==> src/rtl/scu_pkg.sv <==
package scu_pkg;

	// ==========================================================
	// Widths
	// ==========================================================
	localparam int PC_W = 13;
	localparam int SP_W = 8;
	localparam int DATA_W = 8;
	localparam int DEPTH = 16;

	// ==========================================================
	// Operations decoded ahead of this block
	// ==========================================================
	typedef enum logic [3:0] {
		SCU_OP_NOP,
		SCU_OP_CALL,
		SCU_OP_GOTO,
		SCU_OP_RET_IMM,
		SCU_OP_RET,
		SCU_OP_RETI,
		SCU_OP_WDCLR,
		SCU_OP_PCADD,
		SCU_OP_GIE_SET,
		SCU_OP_GIE_CLR,
		SCU_OP_FULL_HALT,
		SCU_OP_CORE_HALT,
		SCU_OP_SW_RESET
	} scu_op_t;

	// ==========================================================
	// Reset values and step constants
	// ==========================================================
	localparam logic [PC_W-1:0] PC_RESET = 13'h0000;
	localparam logic [SP_W-1:0] SP_RESET = 8'h00;
	localparam logic [SP_W-1:0] SP_STEP = 8'h02;
	localparam logic [PC_W-1:0] PC_STEP = 13'h0001;
	localparam logic [3:0] FLAGS_RESET = 4'h0;

endpackage

==> src/rtl/scu_stack_mem.sv <==
`timescale 1ns/100ps
// Two-byte return-address entries; read data comes out of a register.
module scu_stack_mem #(
	parameter int ENTRIES = 16,
	parameter int WIDTH = 13
) (
	input wire logic clk_sys,
	input wire logic wr_en,
	input wire logic [$clog2(ENTRIES)-1:0] wr_addr,
	input wire logic [WIDTH-1:0] wr_data,
	input wire logic [$clog2(ENTRIES)-1:0] rd_addr,
	output logic [WIDTH-1:0] rd_data
);

	logic [WIDTH-1:0] mem [ENTRIES];

	// ==========================================================
	// Storage
	// ==========================================================
	// Write and registered read in one process; no reset is needed.
	always_ff @(posedge clk_sys) begin
		if (wr_en) begin
			mem[wr_addr] <= wr_data;
		end
		rd_data <= mem[rd_addr];
	end

endmodule // scu_stack_mem

==> src/rtl/scu_system_control.sv <==
`timescale 1ns/100ps
// What this block does
// - Call pushes pc+1 at stack_pointer, jumps anywhere, adds two to pointer.
// - Jump loads any program address and leaves the stack alone.
// - Return-with-value loads immediate into accumulator, then returns normally.
// - Return subtracts two from stack_pointer, then reloads pc from stack.
// - Interrupt return acts like return, then sets global interrupt enable.
// - Watchdog clear pulses the watchdog reset, steps pc by one, and changes nothing else.
// - Relative jump sets pc to pc plus unsigned accumulator.
// - Enable instruction sets the global interrupt enable.
// - Disable instruction clears the global interrupt enable.
// - Full halt stops all clocks including the oscillators.
// - Core halt gates the system clock but keeps oscillators running.
// - Software reset requests a whole-chip reset like hardware reset.
// - No instruction here changes zero, carry, auxiliary or overflow flags.
// - Flow-changing instructions take two cycles, all others one.
module scu_system_control #(
	parameter int PC_W = scu_pkg::PC_W,
	parameter int DEPTH = scu_pkg::DEPTH
) (
	input wire logic clk_sys,
	input wire logic rst,
	input wire logic op_valid,
	input wire scu_pkg::scu_op_t op_code,
	input wire logic [PC_W-1:0] op_target,
	input wire logic [scu_pkg::DATA_W-1:0] op_imm,
	input wire logic [scu_pkg::DATA_W-1:0] acc_in,
	input wire logic [3:0] flags_in,
	output logic op_ready,
	output logic op_done,
	output logic [PC_W-1:0] pc,
	output logic [scu_pkg::SP_W-1:0] stack_pointer,
	output logic [scu_pkg::DATA_W-1:0] acc_out,
	output logic acc_we,
	output logic [3:0] flags_out,
	output logic gie,
	output logic wdt_clear,
	output logic full_halt,
	output logic core_halt,
	output logic sw_reset_req
);

	localparam int AW = $clog2(DEPTH);

	typedef enum logic [1:0] {
		SCU_ST_IDLE,
		SCU_ST_SECOND,
		SCU_ST_HALT
	} scu_state_t;

	scu_state_t state_reg, state_next;
	scu_pkg::scu_op_t op_reg, op_next;
	logic [PC_W-1:0] pc_reg, pc_next;
	logic [PC_W-1:0] tgt_reg, tgt_next;
	logic [scu_pkg::SP_W-1:0] sp_reg, sp_next;
	logic [scu_pkg::DATA_W-1:0] acc_reg, acc_next;
	logic acc_we_reg, acc_we_next;
	logic gie_reg, gie_next;
	logic wdt_reg, wdt_next;
	logic full_reg, full_next;
	logic core_reg, core_next;
	logic swr_reg, swr_next;
	logic done_reg, done_next;
	logic ready_reg, ready_next;
	logic [3:0] flags_reg;
	logic mem_we;
	logic [AW-1:0] mem_waddr, mem_raddr;
	logic [PC_W-1:0] mem_rdata;

	// ==========================================================
	// Helpers
	// ==========================================================
	// Stack pointer counts bytes; an entry is two bytes, so drop bit 0.
	function automatic logic [AW-1:0] entry_of(
		input logic [scu_pkg::SP_W-1:0] p
	);
		entry_of = p[AW:1];
	endfunction

	function automatic logic [PC_W-1:0] pc_inc(input logic [PC_W-1:0] p);
		pc_inc = PC_W'(p + scu_pkg::PC_STEP);
	endfunction

	// ==========================================================
	// Stack memory
	// ==========================================================
	scu_stack_mem #(
		.ENTRIES(DEPTH),
		.WIDTH(PC_W)
	) i_scu_stack_mem (
		.clk_sys(clk_sys),
		.wr_en(mem_we),
		.wr_addr(mem_waddr),
		.wr_data(pc_inc(pc_reg)),
		.rd_addr(mem_raddr),
		.rd_data(mem_rdata)
	);

	// Call writes at the current pointer; a return reads below it.
	assign mem_we = op_valid && ready_reg &&
		op_code == scu_pkg::SCU_OP_CALL;
	assign mem_waddr = entry_of(sp_reg);
	assign mem_raddr = entry_of(
		scu_pkg::SP_W'(sp_reg - scu_pkg::SP_STEP));

	// ==========================================================
	// Sequencer
	// ==========================================================
	// The second cycle of a return uses the registered memory read, which
	// is why flow changes cost two cycles rather than a faster bypass.
	always_comb begin
		state_next = state_reg;
		op_next = op_reg;
		pc_next = pc_reg;
		tgt_next = tgt_reg;
		sp_next = sp_reg;
		acc_next = acc_reg;
		acc_we_next = 1'b0;
		gie_next = gie_reg;
		wdt_next = 1'b0;
		full_next = full_reg;
		core_next = core_reg;
		swr_next = 1'b0;
		done_next = 1'b0;
		ready_next = ready_reg;
		unique case (state_reg)
			SCU_ST_IDLE: begin
				if (op_valid) begin
					op_next = op_code;
					unique case (op_code)
						scu_pkg::SCU_OP_CALL, scu_pkg::SCU_OP_GOTO: begin
							tgt_next = op_target;
							state_next = SCU_ST_SECOND;
							ready_next = 1'b0;
						end
						scu_pkg::SCU_OP_PCADD: begin
							tgt_next = PC_W'(pc_reg + PC_W'(acc_in));
							state_next = SCU_ST_SECOND;
							ready_next = 1'b0;
						end
						scu_pkg::SCU_OP_RET_IMM, scu_pkg::SCU_OP_RET,
						scu_pkg::SCU_OP_RETI: begin
							if (op_code == scu_pkg::SCU_OP_RET_IMM) begin
								acc_next = op_imm;
								acc_we_next = 1'b1;
							end
							sp_next = scu_pkg::SP_W'(sp_reg -
								scu_pkg::SP_STEP);
							state_next = SCU_ST_SECOND;
							ready_next = 1'b0;
						end
						scu_pkg::SCU_OP_WDCLR: begin
							wdt_next = 1'b1;
							pc_next = pc_inc(pc_reg);
							done_next = 1'b1;
						end
						scu_pkg::SCU_OP_GIE_SET: begin
							gie_next = 1'b1;
							pc_next = pc_inc(pc_reg);
							done_next = 1'b1;
						end
						scu_pkg::SCU_OP_GIE_CLR: begin
							gie_next = 1'b0;
							pc_next = pc_inc(pc_reg);
							done_next = 1'b1;
						end
						scu_pkg::SCU_OP_FULL_HALT: begin
							full_next = 1'b1;
							pc_next = pc_inc(pc_reg);
							done_next = 1'b1;
							state_next = SCU_ST_HALT;
							ready_next = 1'b0;
						end
						scu_pkg::SCU_OP_CORE_HALT: begin
							core_next = 1'b1;
							pc_next = pc_inc(pc_reg);
							done_next = 1'b1;
							state_next = SCU_ST_HALT;
							ready_next = 1'b0;
						end
						scu_pkg::SCU_OP_SW_RESET: begin
							swr_next = 1'b1;
							done_next = 1'b1;
						end
						default: begin
							pc_next = pc_inc(pc_reg);
							done_next = 1'b1;
						end
					endcase
				end
			end
			SCU_ST_SECOND: begin
				unique case (op_reg)
					scu_pkg::SCU_OP_CALL: begin
						pc_next = tgt_reg;
						sp_next = scu_pkg::SP_W'(sp_reg +
							scu_pkg::SP_STEP);
					end
					scu_pkg::SCU_OP_RET_IMM, scu_pkg::SCU_OP_RET: begin
						pc_next = mem_rdata;
					end
					scu_pkg::SCU_OP_RETI: begin
						pc_next = mem_rdata;
						gie_next = 1'b1;
					end
					default: begin
						pc_next = tgt_reg;
					end
				endcase
				done_next = 1'b1;
				ready_next = 1'b1;
				state_next = SCU_ST_IDLE;
			end
			SCU_ST_HALT: begin
				// Wake-up lives outside; only a chip reset leaves this state.
				state_next = SCU_ST_HALT;
			end
			default: begin
				state_next = SCU_ST_IDLE;
			end
		endcase
	end

	// Flags pass through untouched by every operation here.
	always_ff @(posedge clk_sys) begin
		if (rst) begin
			state_reg <= SCU_ST_IDLE;
			op_reg <= scu_pkg::SCU_OP_NOP;
			pc_reg <= scu_pkg::PC_RESET;
			tgt_reg <= scu_pkg::PC_RESET;
			sp_reg <= scu_pkg::SP_RESET;
			acc_reg <= '0;
			acc_we_reg <= 1'b0;
			gie_reg <= 1'b0;
			wdt_reg <= 1'b0;
			full_reg <= 1'b0;
			core_reg <= 1'b0;
			swr_reg <= 1'b0;
			done_reg <= 1'b0;
			ready_reg <= 1'b1;
			flags_reg <= scu_pkg::FLAGS_RESET;
		end else begin
			state_reg <= state_next;
			op_reg <= op_next;
			pc_reg <= pc_next;
			tgt_reg <= tgt_next;
			sp_reg <= sp_next;
			acc_reg <= acc_next;
			acc_we_reg <= acc_we_next;
			gie_reg <= gie_next;
			wdt_reg <= wdt_next;
			full_reg <= full_next;
			core_reg <= core_next;
			swr_reg <= swr_next;
			done_reg <= done_next;
			ready_reg <= ready_next;
			flags_reg <= flags_in;
		end
	end

	// ==========================================================
	// Outputs
	// ==========================================================
	assign op_ready = ready_reg;
	assign op_done = done_reg;
	assign pc = pc_reg;
	assign stack_pointer = sp_reg;
	assign acc_out = acc_reg;
	assign acc_we = acc_we_reg;
	assign flags_out = flags_reg;
	assign gie = gie_reg;
	assign wdt_clear = wdt_reg;
	assign full_halt = full_reg;
	assign core_halt = core_reg;
	assign sw_reset_req = swr_reg;

endmodule // scu_system_control

==> config.mk <==
export PLATFORM = sky130hd
export DESIGN_NAME = scu_system_control
export DESIGN_NICKNAME = d
export VERILOG_FILES = /design/src/rtl/scu_pkg.sv /design/src/rtl/scu_stack_mem.sv /design/src/rtl/scu_system_control.sv
export SDC_FILE = /design/constraint.sdc
export NUM_CORES = 1
export LEC_CHECK = 0
export BUFFER_PORTS_ARGS = -buffer_cell sky130_fd_sc_hd__buf_2
export CAP_MARGIN = 20
export CORE_MARGIN = 10
export CORE_UTILIZATION = 60
export CTS_CLUSTER_DIAMETER = 60
export CTS_CLUSTER_SIZE = 24
export DETAILED_ROUTE_END_ITERATION = 7
export MAX_ROUTING_LAYER = met4
export PLACE_DENSITY = 0.79
export SETUP_SLACK_MARGIN = 0.2
export SLEW_MARGIN = 20
export SYNTH_ARGS = -nofsm -noshare
export SYNTH_HDL_FRONTEND = slang
export SYNTH_SLANG_ARGS = --single-unit
==> constraint.sdc <==
create_clock -name clk_sys -period 3.5 [get_ports clk_sys]
set_input_delay 0.175 -clock clk_sys [delete_from_list [all_inputs] [get_ports clk_sys]]
set_output_delay 0.175 -clock clk_sys [all_outputs]
set_load 0.01 [all_outputs]
Word-level counts from Yosys, hierarchy flattened
Memory sizes are Yosys's and may differ from the RTL's. A register that Yosys moved wholly into a read port is not among the register bits. Cells that the tools add are included.

Add/sub/neg operators: 4. Eq/ne operators: 26. Reductions and logical operators: 24. Muxes and demuxes: 27. Bitwise logic cells: 3.

Operators by type and width (number): $pmux W13 S2 (2); $mux W13 (3); $eq A4 B3 Y1 const B (6); $mux W8 (3); $eq A4 B4 Y1 const B (5); $pmux W8 S2 (1); $reduce_and A3 Y1 (5); $add A13 B1 Y13 const B (1); $add A13 B8 Y13 (1); $eq A4 B2 Y1 const B (3); $reduce_and A4 Y1 (3); $mux W1 (11); $reduce_or A3 Y1 (3); $add A8 B2 Y8 const B (1); $eq A4 B1 Y1 const B (2); $ne A2 B2 Y1 const B (4); $pmux W1 S2 (4); $pmux W2 S2 (2); $reduce_or A8 Y1 (1); $sub A8 B2 Y8 const B (1); $reduce_or A7 Y1 (1); $reduce_or A6 Y1 (1); $ne A2 B1 Y1 const B (2); $reduce_and A2 Y1 (2); 11 further kinds (16).

Flip-flop bits (word level): 60. Memories: 1. Output and inout bits: 41. Input port bits: 40. Word-level logic and storage cells: 100. Bits in writable memories: 208.

Memories: i_scu_stack_mem.mem (depth 16, width 13, read ports 1, clocked after Yosys merged registers in 1, wr ports 1, RTL line scu_stack_mem.sv:15) `logic [WIDTH-1:0] mem [ENTRIES];`.

Longest topological paths before layout
Depth after elaboration: 5. Mapped depth: 9. Depth with buffers taken out: 7.

Hierarchy
Synthesis repeated with hierarchy kept, for this count alone.

Cell total of the unflattened synthesis: 786. Area total of the unflattened synthesis: 11728.7 µm².

Modules (own cells, without submodules): scu_stack_mem (cells an instance 355, sequential area each 6506.2 µm², area an instance 8242.9 µm², times used 1); scu_system_control (cells an instance 431, sequential area each 1181.1 µm², area an instance 3485.8 µm², times used 1).

Worst setup path after synthesis
Ideal clock, no wire load.

Path kind: reg2reg. Start point: reg sp_reg, in the netlist stack_pointer[1]. End point: reg i_scu_stack_mem.rd_data[10] (read register of i_scu_stack_mem.mem). Cell stages (with the launch flop): 9. Slack: 0.767 ns. Arrival: 2.599 ns. Library setup time: 0.134 ns. Buffers on the path: 4. Required time: 3.366 ns. Period minus slack after synthesis: 2.733 ns. Cell sequence: dfxtp_1 buf_4 buf_4 inv_1 ha_1 clkbuf_1 clkbuf_1 mux4_2 mux4_2.

Cells in the longest elaborated chain, start to end: 1.

Ends and longest elaborated chain: from (decl) (RTL line scu_system_control.sv:55) `logic [scu_pkg::SP_W-1:0] sp_reg, sp_next;`; from (signal assigned) (RTL line scu_system_control.sv:231) `sp_reg <= scu_pkg::SP_RESET;`; from (signal assigned) (RTL line scu_system_control.sv:247) `sp_reg <= sp_next;`; $sub A8 B2 Y8; to (decl) (RTL line scu_stack_mem.sv:12) `output logic [WIDTH-1:0] rd_data`.

Every way passes these cells. A chain may end at the register's enable or synchronous reset.

Final worst setup path
Start point: reg pc_reg[1] (netlist: pc[1]). End point: mem i_scu_stack_mem.mem[12][8] (data pin).

Cells in the longest elaborated chain, start to end: 1.

Ends and longest elaborated chain: from (decl) (RTL line scu_system_control.sv:53) `logic [PC_W-1:0] pc_reg, pc_next;`; from (signal assigned) (RTL line scu_system_control.sv:229) `pc_reg <= scu_pkg::PC_RESET;`; from (signal assigned) (RTL line scu_system_control.sv:245) `pc_reg <= pc_next;`; $add A13 B1 Y13 (RTL line scu_system_control.sv:81) `pc_inc = PC_W'(p + scu_pkg::PC_STEP);`; named net i_scu_stack_mem.wr_data[8] (RTL line scu_stack_mem.sv:10) `input wire logic [WIDTH-1:0] wr_data,`; to (decl) (RTL line scu_stack_mem.sv:15).

The timed path passes the listed nets, and every way through them passes these cells.

==> run_results.csv <==
group,metric,value,unit
clock_tree,htree_num_levels,1,
power,leakage,4.697,nW
synthesis,ys.flop_type,"edfxtp_1",
clock_tree,clk_latency,0.51,ns
drt,dr.pass1.iters,6,
timing,worst_clock_skew,0.01476,ns
worst_setup_path,crit_slowest_cell,"xor2_1",
synthesis,ys_types,53,
timing,finalSetupViolCount,0,
floorplanning,core_area,0.01933,mm²
placed_design,port_buffers,79,
hold_path,holdPathEnd,"op_reg[2]$_SDFFE_PP0P_",
drt,vias,7041,
run,cap_viol_max_count,0,
clock_tree,cts.clk_slew.worst_paths,0.08,ns
synthesis,synth-edff-count,208,
synthesis,synth_top_cell_area_share,53.31,%
worst_setup_path,cp-end-kind,"flip-flop",
worst_setup_path,critical_path_arrival,3.09,ns
synthesis,yosysTopAreaCell,"edfxtp_1",
power,power_frac_comb,9.6,%
timing,setup_tns,0,ns
global_route,grt_pass1_vias,7092,
synthesis,synth-seq-cells,280,
timing,holdWs,0.02539,ns
run_status,run_status,"finished clean",
hold_path,hold_start,"op_code[2]",
placed_design,dp_slack,0.7183,ns
synthesis,syn_area,0.01172,mm²
global_route,grt_max_degree,60,
drt,wl,26650,µm
timing,rsz0062_at_grt,"no",
power,pwr-share-clk,34.1,%
worst_setup_path,r2r_start,"pc[1]$_SDFFE_PP0P_",
worst_setup_path,path_max_fanout,16,
clock_tree,cts_tree,"built",
clock_tree,cts.sinks,280,
power,cellPowerDensity,493.1,mW/mm²
floorplanning,dieHeight,159.7,µm
final_layout,nNetsFinal,917,
final_layout,drive_gt1_share,25.63,%
global_route,grt_pass1_wl,41700,µm
drt,vias_per_cell,6.176,
timing,layout_setup_ws,0.5589,ns
worst_setup_path,crit_required,3.65,ns
clock_tree,cts-root-buf,"clkbuf_16",
synthesis,netlist_instances,753,
drt,wire_per_inst,23.38,µm
worst_setup_path,reg2reg_slack,0.56,ns
placed_design,hpwl,16530,µm
placed_design,gp_congestion,0.9130,
synthesis,async_flop_share,0,%
timing,fmax,340.0,MHz
drt,first_iter_violations,707,
timing,relSlewSlack,24.44,%
worst_setup_path,max_stage_delay,0.91,ns
timing,post-route-min-period,2.941,ns
worst_setup_path,path_class,"flip-flop to flip-flop",
global_route,grt.overflow.total,0,
power,peakVddDrop,450.4,µV
clock_tree,cts_buffer_depth,3,
final_layout,largest_register_ffs,208,
worst_setup_path,reg2reg_depth,4,
global_route,antenna_found_initial,1,
floorplanning,initial_core_util,60.60,%
final_layout,fin_area,0.01341,mm²
worst_setup_path,crit_chain,"ha_1, nand3_1, nor3_1, xor2_1",
power,p_sw,1.584,mW
worst_setup_path,critical_path.startpoint_type,"flip-flop",
synthesis,synth_warnings,0,
timing,fin_crit_sh,84.03,%
floorplanning,io-pin-count,81,
synthesis,ys_seq_area_share,65.61,%
global_route,grt_use_total,21.19,%
final_layout,area_delta_synth_final,14.47,%
hold_path,min_path_type,"input pin to flip-flop",
timing,worstMarginPinSlew,1.133,ns
floorplanning,fp.dieArea,0.02552,mm²
clock_tree,ctsResizeCount,0,
power,p_int,5.030,mW
synthesis,synth_area_leaders,"edfxtp_1 53%, mux4_2 12%, dfxtp_1 12%",
power,p_seq_share,56.3,%
clock_tree,cts_setup_buffers,0,
final_layout,largest_register,"i_scu_stack_mem.mem",
timing,drv_slew,0,
synthesis,syn_nets,808,
worst_setup_path,worst_r2r_endpoint,"i_scu_stack_mem.mem[12][8]$_DFFE_PP_",
floorplanning,rows,51,
drt,ant_nets,0,
floorplanning,fp.dieW,159.7,µm
drt,drc,0,
hold_path,hold_depth,3,
placed_design,placed_cell_area,0.01255,mm²
clock_tree,numCtsBuffers,19,
final_layout,fillers,1227,
synthesis,synth.avg_cell_area,15.56,µm²
power,swShare,23.95,%
timing,hold_viol_final,0,
critical path: cells and delay by family (launching register included):
family / cells / cell delay (ns)
and+or+nand+nor: 2 / 0.86
adders and majority gates: 1 / 0.32
xor gates and xnor gates: 1 / 0.91
DFF: 1 / 0.51
what timing repair did:
action                     4_1_cts  5_1_grt
hold buffers                    20        0
setup endpoints to repair        0        0
hold endpoints to repair        20        0
synth_stat cells (8+ instances only):
library cell and count:
a21o_1 13, a21oi_1 23, a311oi_1 10, clkbuf_1 32
dfxtp_1 72, edfxtp_1 208, ha_1 14, mux2i_1 24
mux4_2 65, nand2_1 42, nand2b_1 8, nand3_1 19
nand3b_1 10, nor2_1 51, nor2b_1 12, nor3_1 14
nor3b_1 10, xnor2_1 25, xor2_1 12
layout make-up:
class	instances	area, µm²	area share (%)
multi-input combinational	421	3866	28.83
timing repair buffer	133	867.1	6.465
clock buffer	23	500.5	3.732
inverter	7	26.28	0.1959
antenna	1	2.502	0.01866
clock inverter	10	126.4	0.9423
sequential	280	7691	57.35
tap	265	331.6	2.472
metrics by stage:
step | cells | util [%] | total power, mW
2_1_floorplan | 753 | - | 4.207
3_3_place_gp | 1086 | 64.90 | 4.380
3_5_place_dp | 1086 | 64.90 | 4.407
4_1_cts | 1139 | 69.18 | 6.652
5_1_grt | 1140 | 69.37 | 6.841
6_report | 1140 | 69.37 | 6.613
placed cells by master (no fill, tap or decap), types with 5 or more instances in the layout:
cell / n
o21ai_0: 5
ha_1: 13
clkbuf_16: 19
a21oi_1: 22
a211oi_1: 6
nand2b_1: 8
mux2i_1: 24
nor2b_1: 12
nand2_1: 42
a311oi_1: 10
mux4_2: 65
buf_4: 32
edfxtp_1: 208
xnor2_1: 22
dlygate4sd3_1: 20
clkinv_8: 5
nand3_1: 19
nand3b_1: 10
buf_2: 79
nor3b_1: 10
a21o_1: 13
xor2_1: 10
dfxtp_1: 71
nor3_1: 10
and3_1: 6
inv_1: 7
nand4_1: 7
nor2_1: 51
nor3_2: 5
cell families after synthesis:
group / synth area share (%)
compound gates: 4.656
xor+xnor: 2.766
fa+ha+maj: 1.666
buf+inv: 1.933
flops: 65.61
mux: 14.64
other cells: 0.03201
simple gates: 8.693
power by group through the flow:
stage	logic [mW]	registers, mW	clock network, mW
2_1_floorplan	0.442	3.77	0
3_3_place_gp	0.586	3.79	0
3_5_place_dp	0.610	3.80	0
4_1_cts	0.636	3.72	2.30
5_1_grt	0.692	3.73	2.42
6_report	0.636	3.72	2.25
per-layer routing:
| metal | up-vias | share of wire, % | track usage (%) |
|---|---|---|---|
| met2 | 329 | 51 | 34.96 |
| met4 | 0 | 2.4 | 5.813 |
| met1 | 3526 | 39 | 26.41 |
| li1 | 3125 | - | - |
| met5 | - | 0 | - |
| met3 | 61 | 7.8 | 4.087 |
how the worst max path moves through the flow:
stage,start,cells after the start,slack [ns],endpoint
3_5_place_dp,pc[1]$_SDFFE_PP0P_,4,0.72,i_scu_stack_mem.mem[9][8]$_DFFE_PP_
5_1_grt,pc[1]$_SDFFE_PP0P_,4,0.36,i_scu_stack_mem.mem[14][8]$_DFFE_PP_
4_1_cts,pc[1]$_SDFFE_PP0P_,4,0.68,i_scu_stack_mem.mem[12][8]$_DFFE_PP_
3_3_place_gp,pc[1]$_SDFFE_PP0P_,4,0.86,i_scu_stack_mem.mem[9][8]$_DFFE_PP_
2_1_floorplan,stack_pointer[1]$_SDFFE_PP0P_,8,0.77,i_scu_stack_mem.rd_data[10]$_DFF_P_
6_report,pc[1]$_SDFFE_PP0P_,4,0.56,i_scu_stack_mem.mem[12][8]$_DFFE_PP_
Power figures use the tool's default switching activity.
